File: src/design/acs_pkg.sv
// Purpose: Shared constants and carrier types for the async character serial block.
// Assumes: One clock at 125 MHz, synchronous active-high reset.
// Notes:   Bit timing comes from a programmable divider in system clock cycles.
package acs_pkg;

  // ==========================================================================
  // Character format
  // ==========================================================================
  localparam logic [1:0] ACS_PAR_EVEN  = 2'h0;
  localparam logic [1:0] ACS_PAR_ODD   = 2'h1;
  localparam logic [1:0] ACS_PAR_SPACE = 2'h2;
  localparam logic [1:0] ACS_PAR_MARK  = 2'h3;
  localparam int         ACS_OVERSAMPLE = 16;
  localparam logic [3:0] ACS_MID_TICK   = 4'h7;
  localparam logic [7:0] ACS_MASK_RST   = 8'h00;
  localparam int         ACS_FIFO_DEPTH = 4;
  localparam int         ACS_RXW_WIDTH  = 11;

  // Line format shared by both directions.
  typedef struct packed {
    logic [1:0] charLen;    // 0..3 means 5..8 data bits.
    logic       parityEn;
    logic [1:0] parityMode;
    logic       twoStop;
  } acs_fmt_t;

  // One receive FIFO word: status bits above the data byte.
  typedef struct packed {
    logic       frameErr;
    logic       parityErr;
    logic       parityBit;
    logic [7:0] data;
  } acs_rxw_t;

  typedef enum logic [2:0] {
    ACS_TX_IDLE   = 3'b000,
    ACS_TX_START  = 3'b001,
    ACS_TX_DATA   = 3'b010,
    ACS_TX_PARITY = 3'b011,
    ACS_TX_STOP   = 3'b100
  } acs_txst_t;

  typedef enum logic [2:0] {
    ACS_RX_IDLE   = 3'b000,
    ACS_RX_START  = 3'b001,
    ACS_RX_DATA   = 3'b010,
    ACS_RX_PARITY = 3'b011,
    ACS_RX_STOP   = 3'b100,
    ACS_RX_BREAK  = 3'b101
  } acs_rxst_t;

endpackage : acs_pkg

File: src/design/acs_async_char_serial.sv
// Purpose: Asynchronous / isochronous character mode of one serial channel.
// Assumes: Bit timing from a divider of the system clock; pins are synchronised here.
// Notes:   Receive words leave through a 4-word FIFO whose drain side may stall.
//
// Functional notes
// - Oversampled: verify start bit, resync per character, 3-sample majority per bit.
// - Isochronous: bit clock equals data rate, each bit sampled once.
// - Store enabled receive characters LSB first; check length, stops, parity; parity storage optional.
// - Flag framing and parity errors; optionally store error status with character.
// - Receive fill report uses threshold, data format and termination char.
// - Optional time-out event after programmable idle interval since last character.
// - Transmit FIFO data LSB first after transmit-frame command; request more data.
// - Frame: start bit, data bits, optional parity, configured stop bits.
// - After all data sent raise all-sent then hold line at idle one.
// - Break-send forces output low from next bit edge, releases after clear.
// - All-zero character is break: not stored, break event, break-ended on next one.
// - Flow characters compared over length; mask ones are don't-care; masks reset zero.
// - Flow character valid only if framed, matching under mask and parity correct.
// - Recognised flow characters stored when discard bit zero, dropped when one.
// - Recognition raises event; auto flow stops after current char on off, resumes on on.
// - Auto flow off at reset; enabling starts flow-on; disabling forces flow-on.
// - Transmit only while clear-to-send low and flow-on, gating independent.
// - Flow state flag reads 0 in flow-on and 1 in flow-off.
// - Immediate char sent now if idle, else after current char; FIFO untouched.
// - Immediate char sent in flow-off if clear-to-send low; uses line format.
// - Busy flag set from immediate char acceptance until fully sent; software waits.
// - Five to eight data bits, one or two stops, even/odd/mark/space parity.
`timescale 1ns/100ps
`default_nettype none
module acs_async_char_serial (
  input  wire logic            clk,
  input  wire logic            sys_rst,
  input  wire logic            rxdPin,
  output logic                 txdPin,
  input  wire logic            ctsPin_n,
  input  wire logic            oversample16,
  input  wire logic [15:0]     bitDivisor,
  input  wire acs_pkg::acs_fmt_t lineFmt,
  input  wire logic            rxEnable,
  input  wire logic            parity_storage_disable,
  input  wire logic            rx_fifo_data_format,
  input  wire logic [1:0]      rx_fifo_threshold,
  input  wire logic            term_char_detect_en,
  input  wire logic [7:0]      termination_char_value,
  input  wire logic [15:0]     rx_timeout_length,
  input  wire logic            rxTimeoutEn,
  input  wire logic            transmit_frame_cmd,
  input  wire logic [7:0]      txData,
  input  wire logic            txValid,
  output logic                 txReady,
  input  wire logic            send_break_ctrl,
  input  wire logic [7:0]      flowOnChar,
  input  wire logic [7:0]      flowOffChar,
  input  wire logic [7:0]      flow_on_mask,
  input  wire logic [7:0]      flow_off_mask,
  input  wire logic            discard_flow_chars,
  input  wire logic            auto_flow_enable,
  input  wire logic [7:0]      immediate_char,
  input  wire logic            immediateWrite,
  output logic                 immediate_char_busy,
  output logic                 flow_state_flag,
  output acs_pkg::acs_rxw_t    rxWord,
  output logic                 rxWordValid,
  input  wire logic            rxWordReady,
  output logic                 rxFillReport,
  output logic                 framingErrIrq,
  output logic                 parityErrIrq,
  output logic                 rxTimeoutIrq,
  output logic                 tx_pool_ready_irq,
  output logic                 all_sent_irq,
  output logic                 break_detect_irq,
  output logic                 break_ended_irq,
  output logic                 flowOnIrq,
  output logic                 flowOffIrq
);
  import acs_pkg::*;

  function automatic logic parityOf(input logic [7:0] d, input logic [1:0] len, input logic [1:0] mode);
    logic [7:0] m;
    m = 8'hFF >> (3 - len);
    case (mode)
      ACS_PAR_EVEN:  parityOf = ^(d & m);
      ACS_PAR_ODD:   parityOf = ~^(d & m);
      ACS_PAR_SPACE: parityOf = 1'b0;
      default:       parityOf = 1'b1;
    endcase
  endfunction : parityOf

  function automatic logic charMatch(input logic [7:0] d, input logic [7:0] ref_, input logic [7:0] msk,
                                     input logic [1:0] len);
    charMatch = (((d ^ ref_) & ~msk & (8'hFF >> (3 - len))) == 8'h00);
  endfunction : charMatch

  // ==========================================================================
  // Pin synchronisers and sample tick
  // ==========================================================================
  logic rxS1_q, rxS2_q, ctsS1_q, ctsS2_q;
  always_ff @(posedge clk) begin
    if (sys_rst) begin
      rxS1_q <= 1'b1;
      rxS2_q <= 1'b1;
      ctsS1_q <= 1'b1;
      ctsS2_q <= 1'b1;
    end else begin
      rxS1_q <= rxdPin;
      rxS2_q <= rxS1_q;
      ctsS1_q <= ctsPin_n;
      ctsS2_q <= ctsS1_q;
    end
  end

  // One tick per sample; 16 ticks per bit when oversampling, one otherwise.
  logic [15:0] divCnt_q;
  logic        tick;
  assign tick = (divCnt_q == 16'h0000);
  always_ff @(posedge clk) begin
    if (sys_rst || tick) divCnt_q <= bitDivisor;
    else divCnt_q <= divCnt_q - 16'h0001;
  end

  logic [3:0] lastTick;
  assign lastTick = oversample16 ? 4'hF : 4'h0;

  // ==========================================================================
  // Receiver
  // ==========================================================================
  acs_rxst_t  rxSt_q;
  logic [3:0] rxPh_q;
  logic [2:0] rxBit_q;
  logic [7:0] rxSh_q;
  logic       rxPar_q;
  logic       rxStop2_q;
  logic [2:0] vote_q;
  logic       sample;
  logic       rxDone;
  logic       rxFrameOk;
  logic       rxParOk;
  logic       rxAllZero;
  acs_rxw_t   rxPush;
  logic       rxPushValid;
  logic       fifoInReady;
  logic       isFlowOn, isFlowOff;

  // Majority of three samples centred on tick 7; single sample in isochronous mode.
  always_comb begin
    if (oversample16) sample = (vote_q[0] & vote_q[1]) | (vote_q[1] & vote_q[2]) | (vote_q[0] & vote_q[2]);
    else sample = rxS2_q;
  end

  logic bitPoint;
  assign bitPoint = tick && (oversample16 ? (rxPh_q == ACS_MID_TICK + 4'h1) : 1'b1);

  always_ff @(posedge clk) begin
    if (sys_rst) vote_q <= 3'b111;
    else if (tick) vote_q <= {vote_q[1:0], rxS2_q};
  end

  logic stopBit;
  assign stopBit = sample;
  always_ff @(posedge clk) begin
    if (sys_rst || !rxEnable) begin
      rxSt_q <= ACS_RX_IDLE;
      rxPh_q <= 4'h0;
      rxBit_q <= 3'h0;
      rxSh_q <= 8'h00;
      rxPar_q <= 1'b0;
      rxStop2_q <= 1'b0;
    end else if (tick) begin
      rxPh_q <= (rxPh_q == lastTick) ? 4'h0 : rxPh_q + 4'h1;
      case (rxSt_q)
        ACS_RX_IDLE: begin
          if (!rxS2_q) begin // Resync on the first low sample while idle.
            rxSt_q <= ACS_RX_START;
            rxPh_q <= 4'h0;
          end
        end
        ACS_RX_START: begin
          if (bitPoint) begin
            rxSt_q <= sample ? ACS_RX_IDLE : ACS_RX_DATA; // False start drops back.
            rxBit_q <= 3'h0;
          end
        end
        ACS_RX_DATA: begin
          if (bitPoint) begin
            rxSh_q[rxBit_q] <= sample; // LSB first.
            rxBit_q <= rxBit_q + 3'h1;
            if (rxBit_q == {1'b0, lineFmt.charLen} + 3'h4) begin
              rxSt_q <= lineFmt.parityEn ? ACS_RX_PARITY : ACS_RX_STOP;
              rxStop2_q <= 1'b0;
            end
          end
        end
        ACS_RX_PARITY: begin
          if (bitPoint) begin
            rxPar_q <= sample;
            rxSt_q <= ACS_RX_STOP;
          end
        end
        ACS_RX_STOP: begin
          if (bitPoint) begin
            if (lineFmt.twoStop && !rxStop2_q && stopBit) rxStop2_q <= 1'b1;
            else rxSt_q <= (rxAllZero && !stopBit) ? ACS_RX_BREAK : ACS_RX_IDLE;
          end
        end
        ACS_RX_BREAK: begin
          if (rxS2_q) rxSt_q <= ACS_RX_IDLE;
        end
        default: rxSt_q <= ACS_RX_IDLE;
      endcase
    end
  end

  logic [7:0] rxMasked;
  assign rxMasked  = rxSh_q & (8'hFF >> (3 - lineFmt.charLen));
  assign rxDone    = tick && bitPoint && (rxSt_q == ACS_RX_STOP) && !(lineFmt.twoStop && !rxStop2_q && stopBit);
  assign rxFrameOk = stopBit;
  assign rxParOk   = !lineFmt.parityEn || (rxPar_q == parityOf(rxSh_q, lineFmt.charLen, lineFmt.parityMode));
  assign rxAllZero = (rxMasked == 8'h00) && (!lineFmt.parityEn || !rxPar_q);
  assign isFlowOn  = rxFrameOk && rxParOk && charMatch(rxSh_q, flowOnChar, flow_on_mask, lineFmt.charLen);
  assign isFlowOff = rxFrameOk && rxParOk && charMatch(rxSh_q, flowOffChar, flow_off_mask, lineFmt.charLen);

  logic breakChar;
  assign breakChar = rxAllZero && !rxFrameOk;

  always_comb begin
    rxPush.data      = rxMasked;
    rxPush.parityBit = (lineFmt.parityEn && !parity_storage_disable) ? rxPar_q : 1'b0;
    rxPush.parityErr = rx_fifo_data_format ? !rxParOk : 1'b0;
    rxPush.frameErr  = rx_fifo_data_format ? !rxFrameOk : 1'b0;
    rxPushValid      = rxDone && !breakChar && !(discard_flow_chars && (isFlowOn || isFlowOff));
  end

  // Characters arriving while the FIFO is full are lost; the far side must pace.
  acs_fifo #(
    .WIDTH (ACS_RXW_WIDTH),
    .DEPTH (ACS_FIFO_DEPTH)
  ) uRxFifo (
    .clk       (clk),
    .sys_rst   (sys_rst),
    .inData    (rxPush),
    .inValid   (rxPushValid),
    .inReady   (fifoInReady),
    .outData   (rxWord),
    .outValid  (rxWordValid),
    .outReady  (rxWordReady),
    .fifoEmpty ()
  );

  // ==========================================================================
  // Receive events, fill report and time-out
  // ==========================================================================
  logic [2:0]  rxCount_q;
  logic [15:0] toCnt_q;
  logic        toArmed_q;
  logic        termSeen_q;
  always_ff @(posedge clk) begin
    if (sys_rst) begin
      framingErrIrq <= 1'b0;
      parityErrIrq <= 1'b0;
      break_detect_irq <= 1'b0;
      break_ended_irq <= 1'b0;
      flowOnIrq <= 1'b0;
      flowOffIrq <= 1'b0;
    end else begin
      framingErrIrq <= rxDone && !rxFrameOk && !breakChar;
      parityErrIrq <= rxDone && !rxParOk && !breakChar;
      break_detect_irq <= rxDone && breakChar;
      break_ended_irq <= tick && (rxSt_q == ACS_RX_BREAK) && rxS2_q;
      flowOnIrq <= rxDone && isFlowOn;
      flowOffIrq <= rxDone && isFlowOff;
    end
  end

  always_ff @(posedge clk) begin
    if (sys_rst) begin
      rxCount_q <= 3'h0;
      termSeen_q <= 1'b0;
      rxFillReport <= 1'b0;
    end else begin
      rxCount_q <= rxCount_q + 3'(rxPushValid && fifoInReady) - 3'(rxWordValid && rxWordReady);
      if (rxPushValid && fifoInReady && term_char_detect_en && rxMasked == termination_char_value)
        termSeen_q <= 1'b1;
      else if (rxCount_q == 3'h0) termSeen_q <= 1'b0;
      // Status bytes double the space each character takes.
      rxFillReport <= (({1'b0, rxCount_q} << rx_fifo_data_format) > {2'b00, rx_fifo_threshold}) || termSeen_q;
    end
  end

  always_ff @(posedge clk) begin
    if (sys_rst) begin
      toCnt_q <= 16'h0000;
      toArmed_q <= 1'b0;
      rxTimeoutIrq <= 1'b0;
    end else begin
      rxTimeoutIrq <= 1'b0;
      if (rxDone) begin
        toCnt_q <= rx_timeout_length;
        toArmed_q <= rxTimeoutEn;
      end else if (toArmed_q && tick && rxSt_q == ACS_RX_IDLE) begin
        if (toCnt_q == 16'h0000) begin
          rxTimeoutIrq <= 1'b1;
          toArmed_q <= 1'b0;
        end else toCnt_q <= toCnt_q - 16'h0001;
      end
    end
  end

  // ==========================================================================
  // Flow state
  // ==========================================================================
  always_ff @(posedge clk) begin
    if (sys_rst || !auto_flow_enable) flow_state_flag <= 1'b0;
    else if (rxDone && isFlowOff) flow_state_flag <= 1'b1;
    else if (rxDone && isFlowOn) flow_state_flag <= 1'b0;
  end

  // ==========================================================================
  // Transmitter
  // ==========================================================================
  acs_txst_t  txSt_q;
  logic [3:0] txPh_q;
  logic [2:0] txBit_q;
  logic [7:0] txSh_q;
  logic       txStop2_q;
  logic       txLine_q;
  logic       txRun_q;
  logic       icPend_q;
  logic       icSending_q;
  logic       brk_q;
  logic       bitEdge;
  logic       ctsOk;
  logic       txLoadFifo;
  logic       txLoadIc;

  assign bitEdge    = tick && (txPh_q == lastTick);
  assign ctsOk      = !ctsS2_q;
  assign txLoadIc   = bitEdge && txSt_q == ACS_TX_IDLE && icPend_q && ctsOk;
  assign txLoadFifo = bitEdge && txSt_q == ACS_TX_IDLE && !icPend_q && txRun_q && txValid && ctsOk
                      && !flow_state_flag;
  assign txReady    = txLoadFifo;

  always_ff @(posedge clk) begin
    if (sys_rst) txPh_q <= 4'h0;
    else if (tick) txPh_q <= (txPh_q == lastTick) ? 4'h0 : txPh_q + 4'h1;
  end

  always_ff @(posedge clk) begin
    if (sys_rst) begin
      txRun_q <= 1'b0;
      icPend_q <= 1'b0;
      immediate_char_busy <= 1'b0;
    end else begin
      if (transmit_frame_cmd) txRun_q <= 1'b1;
      else if (bitEdge && txSt_q == ACS_TX_IDLE && !txValid && !icPend_q) txRun_q <= 1'b0;
      if (immediateWrite && !immediate_char_busy) begin
        icPend_q <= 1'b1;
        immediate_char_busy <= 1'b1;
      end else if (txLoadIc) icPend_q <= 1'b0;
      if (icSending_q && bitEdge && txSt_q == ACS_TX_STOP && !(lineFmt.twoStop && !txStop2_q))
        immediate_char_busy <= 1'b0;
    end
  end

  always_ff @(posedge clk) begin
    if (sys_rst) begin
      txSt_q <= ACS_TX_IDLE;
      txBit_q <= 3'h0;
      txSh_q <= 8'h00;
      txStop2_q <= 1'b0;
      txLine_q <= 1'b1;
      icSending_q <= 1'b0;
      tx_pool_ready_irq <= 1'b0;
      all_sent_irq <= 1'b0;
    end else begin
      tx_pool_ready_irq <= txLoadFifo;
      all_sent_irq <= 1'b0;
      if (bitEdge) begin
        case (txSt_q)
          ACS_TX_IDLE: begin
            txLine_q <= 1'b1;
            if (txLoadIc || txLoadFifo) begin
              txSh_q <= txLoadIc ? immediate_char : txData;
              icSending_q <= txLoadIc;
              txSt_q <= ACS_TX_START;
              txLine_q <= 1'b0;
            end
          end
          ACS_TX_START: begin
            txSt_q <= ACS_TX_DATA;
            txBit_q <= 3'h1;
            txLine_q <= txSh_q[0];
          end
          ACS_TX_DATA: begin
            if (txBit_q == {1'b0, lineFmt.charLen} + 3'h5) begin
              txSt_q <= lineFmt.parityEn ? ACS_TX_PARITY : ACS_TX_STOP;
              txLine_q <= lineFmt.parityEn ? parityOf(txSh_q, lineFmt.charLen, lineFmt.parityMode) : 1'b1;
              txStop2_q <= 1'b0;
            end else begin
              txLine_q <= txSh_q[txBit_q];
              txBit_q <= txBit_q + 3'h1;
            end
          end
          ACS_TX_PARITY: begin
            txSt_q <= ACS_TX_STOP;
            txLine_q <= 1'b1;
          end
          ACS_TX_STOP: begin
            if (lineFmt.twoStop && !txStop2_q) txStop2_q <= 1'b1;
            else begin
              txSt_q <= ACS_TX_IDLE;
              txLine_q <= 1'b1;
              icSending_q <= 1'b0;
              all_sent_irq <= !txValid && !icPend_q;
            end
          end
          default: txSt_q <= ACS_TX_IDLE;
        endcase
      end
    end
  end

  // Break takes effect and releases only on bit edges.
  always_ff @(posedge clk) begin
    if (sys_rst) begin
      brk_q <= 1'b0;
      txdPin <= 1'b1;
    end else begin
      if (bitEdge) brk_q <= send_break_ctrl;
      txdPin <= brk_q ? 1'b0 : txLine_q;
    end
  end
endmodule : acs_async_char_serial
`default_nettype wire

File: src/design/acs_fifo.sv
// Purpose: Small synchronous FIFO with valid/ready on both sides.
// Assumes: Single clock, synchronous active-high reset.
// Notes:   Full and empty are exact; no write when full, no read when empty.
`timescale 1ns/100ps
`default_nettype none
module acs_fifo #(
  parameter int WIDTH = 8,
  parameter int DEPTH = 4
) (
  input  wire logic             clk,
  input  wire logic             sys_rst,
  input  wire logic [WIDTH-1:0] inData,
  input  wire logic             inValid,
  output var  logic             inReady,
  output var  logic [WIDTH-1:0] outData,
  output var  logic             outValid,
  input  wire logic             outReady,
  output var  logic             fifoEmpty
);
  localparam int AW = $clog2(DEPTH);
  logic [WIDTH-1:0] mem [DEPTH];
  logic [AW-1:0]    wrPtr_q;
  logic [AW-1:0]    rdPtr_q;
  logic [AW:0]      count_q;
  logic             doWr;
  logic             doRd;

  assign inReady   = (count_q != (AW+1)'(DEPTH));
  assign outValid  = (count_q != '0);
  assign fifoEmpty = (count_q == '0);
  assign outData   = mem[rdPtr_q];
  assign doWr      = inValid && inReady;
  assign doRd      = outValid && outReady;

  always_ff @(posedge clk) begin
    if (doWr) begin
      mem[wrPtr_q] <= inData;
    end
  end

  always_ff @(posedge clk) begin
    if (sys_rst) begin
      wrPtr_q <= '0;
      rdPtr_q <= '0;
      count_q <= '0;
    end else begin
      if (doWr) begin
        wrPtr_q <= (wrPtr_q == AW'(DEPTH-1)) ? '0 : wrPtr_q + 1'b1;
      end
      if (doRd) begin
        rdPtr_q <= (rdPtr_q == AW'(DEPTH-1)) ? '0 : rdPtr_q + 1'b1;
      end
      count_q <= count_q + (AW+1)'(doWr) - (AW+1)'(doRd);
    end
  end
endmodule : acs_fifo
`default_nettype wire

File: config.mk
export PLATFORM = sky130hd
export DESIGN_NAME = acs_async_char_serial
export DESIGN_NICKNAME = d
export VERILOG_FILES = /design/src/design/acs_pkg.sv /design/src/design/acs_async_char_serial.sv /design/src/design/acs_fifo.sv
export SDC_FILE = /design/constraint.sdc
export NUM_CORES = 1
export LEC_CHECK = 0
export ABC_AREA = 1
export BUFFER_PORTS_ARGS = -buffer_cell sky130_fd_sc_hd__buf_2
export CAP_MARGIN = 20
export CORE_UTILIZATION = 40
export CTS_CLUSTER_SIZE = 25
export DETAILED_ROUTE_END_ITERATION = 10
export GPL_TIMING_DRIVEN = 1
export HOLD_SLACK_MARGIN = 0.06
export PLACE_DENSITY = 0.59
export SYNTH_ARGS = -nofsm -noshare
export SYNTH_HDL_FRONTEND = slang
export SYNTH_SLANG_ARGS = --single-unit
File: constraint.sdc
create_clock -name clk -period 4.9 [get_ports clk]
set_input_delay 0.98 -clock clk [delete_from_list [all_inputs] [get_ports clk]]
set_output_delay 0.98 -clock clk [all_outputs]
set_load 0.02 [all_outputs]
==> metrics.md, run 1 <==
| Metric | Value |
|---|---|
| Hold wc startpoint | `ctsS1_q` |
| Worst-Skew Late Latency | `440 ps` |
| Max Buffers Root-to-Sink | `2` |
| CP startpoint | `lineFmt[5]` |
| CTS tree | `done` |
| Final worst setup slack | `approximately 730 ps` |
| Most crowded layer after global routing | `met2` |
| GR Layer Usage met1 | `26.1%` |
| Final WL | `20.0 mm` |
| Final Core Density | `48.5%` |
| Post-DP Area | `0.00925 mm^2` |
| Register area share after synthesis | `a little over two fifths` |
| Post-synthesis cell count | `1110` |
| Status | `complete, no violations` |
| CP Launch Type | `primary input` |
| CTS resizes | `0` |
| Worst EP required | `5260 ps` |
| M3 GR Usage | `4.20%` |
| CTS buffer count | `17` |
| Worst-Margin Slew | `roughly 810 ps` |
| Final min period | `4170 ps` |
| Starting Density | `40.8%` |
| Worst clock skew | `between 10 and 15 ps` |
| Synthesis-stage register bit count | `154` |
| Final RePlAce weighted congestion | `around 0.82` |
| Max-cap violations | `0` |
| Worst-path clk slew | `about 70 ps` |
| Net count, final | `1389` |
| Total vias in the final route | `7489` |
| Synth Area per Inst | `roughly 7.5 um^2` |
| RSZ-0062 raised after global routing | `false` |
| Remaining antenna violation count | `0` |
| Slew margin rel. | `between 40% and 50%` |
| Maximum clock rate | `0.240 GHz` |
| Post-synthesis cell type count | `55` |
| Core Area | `0.0203 mm^2` |
| Pre-CTS setup slack | `321 ps` |
| Predominant post-synthesis flop cell | `dfxtp_1` |
| Cts hold-fix bufs | `0` |
| Most frequent cells in the layout | `nand2_1 (241), nor2_1 (172), buf_2 (138), inv_1 (125), dfxtp_1 (110)` |
| Post-route cell area | `0.00984 mm^2` |
| DR pass1 iterations | `5` |
| Via density | `around 5` |
| Syn_nets | `approximately 1300` |
| First-pass GRT wire length | `33.5 mm` |
| Post-synth ARST share | `0%` |
| H-tree Lvls | `4` |
| Worst hold-check path type | `flip-flop to flip-flop` |
| Data arrival, critical path | `4530 ps` |
| Die Span X | `around 150 um` |
| Clock root buffer master | `clkbuf_16` |
| Synthesized area | `0.00829 mm^2` |
| Post-Place Cells | `1500` |
| Most common cell after layout, fill and taps aside | `nand2_1` |
| GR Util All Layers | `19.7%` |
| Top-area cell type share of the netlist area | `26.6%` |
| Initial DRC count | `386` |
| Top cells by area, synth | `dfxtp_1 (27%), edfxtp_1 (16%), nand2_1 (11%)` |
| Largest net degree at the start of global routing | `34` |
| DR DRC count | `0` |
| Crit path kind | `primary input to flip-flop` |
| Crit path max fanout | `10` |
| # clock sinks | `approximately 150` |
| DIE AREA | `0.0213 mm^2` |
| Vias in the first global route | `7039` |
| Share of cells above drive strength 1 | `roughly 17%` |
| Avg WL per Cell | `around 13 um` |
| Final Cycle Share | `85.1%` |
| Final setup violation count | `0` |
| Dpl hpwl | `14.7 mm` |
| Post-Layout Cell Count | `1532` |
| CP Capture Type | `flip-flop` |
| Ys Warns | `0` |
| Power per cell area | `342 mW/mm^2` |
| Chip Height | `roughly 150 um` |
| Max VDD drop | `0.000244 V` |
| Post-synth EDFFs | `44` |
| Cell taking the most area after synthesis | `dfxtp_1` |
| Inserted Diodes | `0` |
| Layout area overhead | `18.8%` |
| Row count | `52` |
| GR Util met2 | `32.4%` |
| Slew Viols, Final | `0` |
| I/O pin count | `139` |
| Port bufs | `138` |
| Total negative slack | `0 ps` |
| Reg2reg start | `rxSh_q[5]` |
| Leakage power | `0.00447 uW` |
| Initial antenna violation count | `0` |
| Setup bufs post-CTS | `0` |
| Final hold violations | `0` |
| Total grt overflow | `0` |
-- cells in the mapped netlist, drive strengths merged (4+ instances only) --
master and n:
o211ai 4, o211a 8, nor4 5, dfxtp 110, nor2 179, clkbuf 18, inv 131, xnor2 22
a21oi 64, edfxtp 44, o22ai 11, nand2 249, nor3 20, xor2 17, a211oi 4, buf 7
a31oi 8, ha 25, or2 11, nand3 49, nand4 17, o21ai 85
-- cells by family (layout without fill, tap and decap cells) --
group / count (synthesis) / count (layout) / share of synthesized area [%]
buffers and inverters: 159 / 311 / 7.63
AO/OA/AOI/OAI: 195 / 195 / 13.4
XOR/XNOR: 39 / 39 / 4.12
adder cells (fa/ha/maj): 27 / 27 / 4.26
AND/OR/NAND/NOR: 536 / 536 / 28.0
flip-flops: 154 / 154 / 42.5
-- sequential cells by signal (all words and copies together), names as in the netlist, 2 cells and up, named ones only --
register	flops
divCnt_q	16
rxBit_q	3
rxCount_q	3
rxPh_q	4
rxSh_q	8
rxSt_q	3
toCnt_q	16
txBit_q	3
txPh_q	4
txSh_q	8
txSt_q	3
uRxFifo.count_q	3
uRxFifo.mem	44
uRxFifo.rdPtr_q	2
uRxFifo.wrPtr_q	2
vote_q	3
-- per-layer routing --
| layer | up-vias | part of all wire, % |
|---|---|---|
| met2 | 148 | 47 |
| met5 | - | 0 |
| met1 | 3413 | 48 |
| met4 | 0 | 0.87 |
| met3 | 15 | 4.5 |
| li1 | 3913 | - |
-- power by group --
part	internal [uW]	switching, uW	leakage, uW
clock network	733	614	0.000294
registers	1360	56.0	0.00132
logic	225	377	0.00286
total	2320	1050	0.00447
-- worst paths after layout --
path	end	slack [ps]	depth (start not counted)
worst max-delay path	rxCount_q[2]	730	24
worst min-delay path	ctsS2_q	410	1
worst max register to register	rxCount_q[2]	1300	22
worst min register to register	ctsS2_q	410	1
-- critical path: stages --
cell	delay [ps]
buf_2	130
inv_1	90
ha_1	240
nor2_1	300
inv_1	140
ha_1	320
nand2_1	100
inv_1	40
nor2_1	80
nand2_1	50
nand2_1	70
nand2_1	50
nand2_1	50
nand3_1	170
nand3_1	130
nand2_1	70
nand2_1	120
nand2_4	100
ha_1	280
inv_1	40
ha_1	180
fa_1	380
or2_2	300
a21oi_1	120
-- final cells by class --
class / instances / area [um^2]
Clock inverter: 15 / 171
Clock buffer: 17 / 425
Inverter: 134 / 513
Timing Repair Buffer: 145 / 743
Sequential cell: 154 / 3520
Tap cell: 270 / 338
Fill cell: 2092 / 10500
Multi-Input combinational cell: 797 / 4130
-- through the flow --
stage          hold slack, ps  total power, uW
2_1_floorplan             389             1840
4_1_cts                   414             3410
5_1_grt                   441             3550
3_5_place_dp              396             2050
6_report                  413             3370
3_3_place_gp              393             2040
Power figures use the tool's default switching activity.
==> run 2, diff against run 1 <==
CAP_MARGIN = 30   (was 20)
REMOVE_ABC_BUFFERS = 1   (was unset)
==> metrics.md, run 2 (synthesis gave the netlist of run 1 again) <==
| Metric | Value |
|---|---|
| DR pass1 iterations | `4 (-1)` |
| Hold wc startpoint | `rxS1_q` |
| Max VDD drop | `0.000237 V (-3.1%)` |
| DR DRC count | `0 (unchanged)` |
| Worst hold-check path type | `flip-flop to flip-flop` |
| Slew margin rel. | `47.9% (+1.8 points)` |
| Int Pwr | `2450 uW (+5.5%)` |
| Layout area overhead | `19.4%` |
| Reg2reg start | `rxSh_q[5]` |
| Starting Density | `40.8% (unchanged)` |
| Psw | `996 uW (-4.9%)` |
| I/O pin count | `139 (unchanged)` |
| Final hold violations | `0 (unchanged)` |
| Max Buffers Root-to-Sink | `2 (unchanged)` |
| CTS resizes | `0 (unchanged)` |
| Max-cap violations | `0 (unchanged)` |
| Row count | `52 (unchanged)` |
| GR Util All Layers | `19.8% (+0.11 points)` |
| Final worst setup slack | `735 ps (+4.57 ps)` |
| Total vias in the final route | `7450 (-0.52%)` |
| Via density | `4.86 (-0.65%)` |
| Net count, final | `1390 (+0.072%)` |
| Top Registers | `uRxFifo.mem: 44 flops, divCnt_q: 16 flops, toCnt_q: 16 flops` |
| Largest register FFs | `44 (unchanged)` |
| Largest net degree at the start of global routing | `43 (+26%)` |
| Chip Height | `146 um (unchanged)` |
| RSZ-0062 raised after global routing | `false` |
| Crit path kind | `primary input to flip-flop` |
| Status | `complete, no violations` |
| Post-DP Area | `0.00926 mm^2 (about the same)` |
| Final min period | `4160 ps (-4.57 ps)` |
| Pre-CTS setup slack | `298 ps (-22.6 ps)` |
| Power per cell area | `348 mW/mm^2 (+1.8%)` |
| Post-Place Cells | `1501 (+0.067%)` |
| Biggest register | `uRxFifo.mem` |
| # clock sinks | `154 (unchanged)` |
| Clock root buffer master | `clkbuf_16` |
| Leakage power | `0.00449 uW (+0.34%)` |
| Design Power | `3440 uW (+2.3%)` |
| Maximum clock rate | `0.240 GHz (+0.11%)` |
| Data arrival, critical path | `4530 ps (about the same)` |
| Total negative slack | `0 ps (unchanged)` |
| Most common cell after layout, fill and taps aside | `nand2_1` |
| Sw Share | `28.9% (-2.2 points)` |
| Dpl hpwl | `15.0 mm (+2.1%)` |
| Setup bufs post-CTS | `0 (unchanged)` |
| Port bufs | `138 (unchanged)` |
| Worst EP required | `5270 ps (about the same)` |
| First-pass GRT wire length | `33.2 mm (-0.66%)` |
| CP Capture Type | `flip-flop` |
| Initial DRC count | `333 (-14%)` |
| Final RePlAce weighted congestion | `0.840 (+2.7%)` |
| Final WL | `20.3 mm (+1.5%)` |
| Sequential share of power | `41.2% (-0.9 points)` |
| Final Cycle Share | `85.0% (-0.093 points)` |
| CP startpoint | `lineFmt[5]` |
| Logic pwr share | `17.4% (-0.5 points)` |
| Crit path max fanout | `10 (unchanged)` |
| Initial antenna violation count | `1 (+1)` |
| Worst clock skew | `8.31 ps (-5.06 ps)` |
| Die Span X | `146 um (unchanged)` |
| CP Launch Type | `primary input` |
| H-tree Lvls | `4 (unchanged)` |
| Avg WL per Cell | `13.2 um (+1.4%)` |
| Share of cells above drive strength 1 | `17.3% (about the same)` |
| Clock share of power | `41.5% (+1.5 points)` |
| Final setup violation count | `0 (unchanged)` |
| CTS tree | `done` |
| CTS buffer count | `17 (unchanged)` |
| Most frequent cells in the layout | `nand2_1 (241), nor2_1 (172), buf_2 (138), inv_1 (125), dfxtp_1 (110)` |
| Post-Layout Cell Count | `1534 (+0.13%)` |
| Worst-path clk slew | `70 ps (about the same)` |
| Worst-Margin Slew | `778 ps (-26.7 ps)` |
| Total grt overflow | `0 (unchanged)` |
| DIE AREA | `0.0213 mm^2 (unchanged)` |
| Slew Viols, Final | `0 (unchanged)` |
| Remaining antenna violation count | `0 (unchanged)` |
| Core Area | `0.0203 mm^2 (unchanged)` |
| Cts hold-fix bufs | `0 (unchanged)` |
| Vias in the first global route | `6760 (-4.0%)` |
| Worst-Skew Late Latency | `440 ps (about the same)` |
| Post-route cell area | `0.00989 mm^2 (+0.48%)` |
-- run 2: through the flow --
stage | utilization (%) | hold WS, ps
5_1_grt | 48.7 | 426
2_1_floorplan | - | 389
3_3_place_gp | 45.6 | 394
6_report | 48.7 | 412
3_5_place_dp | 45.6 | 394
4_1_cts | 48.7 | 415
-- run 2: cell type report --
cell class                 instances  area [um^2]
sequential                       154         3520
clock inverter                    15          209
multi-input combinational        797         4130
inverter                         134          513
clock buffer                      17          425
timing repair buffer             146          751
antenna                            1         2.50
tap                              270          338
fill                            2055        10400
-- run 2: routing by layer --
layer	up-vias	track usage, %	wire length, um
met5	-	0	0
met4	0	6.58	307
met3	23	4.01	976
met2	169	33.0	9540
met1	3326	25.5	9460
li1	3932	-	-
-- run 2: critical path, cell delays in order --
cell and delay, ps:
buf_2 150, inv_1 110, ha_1 240, nor2_1 270
inv_1 140, ha_1 320, nand2_1 90, inv_1 40
nor2_1 80, nand2_1 50, nand2_1 90, nand2_1 50
nand2_1 50, nand3_1 160, nand3_1 120, nand2_1 60
nand2_1 110, nand2_4 100, ha_1 280, inv_1 40
ha_1 180, fa_1 370, or2_2 300, a21oi_1 110
-- run 2: final timing paths --
kind / end / slack (ps) / cells past startpoint
setup / recovery: rxCount_q[2] / 740 / 24
hold / removal: rxS2_q / 410 / 1
setup reg to reg: rxCount_q[2] / 1310 / 22
hold reg to reg: rxS2_q / 410 / 1
-- run 2: power by group through the flow --
| stage | clock network, uW | logic (uW) | registers [uW] |
|---|---|---|---|
| final | 1430 | 598 | 1420 |
| after global placement | 0 | 590 | 1440 |
| after floorplan | 0 | 382 | 1450 |
| after global routing | 1510 | 682 | 1430 |
| after detailed placement | 0 | 599 | 1450 |
| after CTS | 1460 | 603 | 1420 |
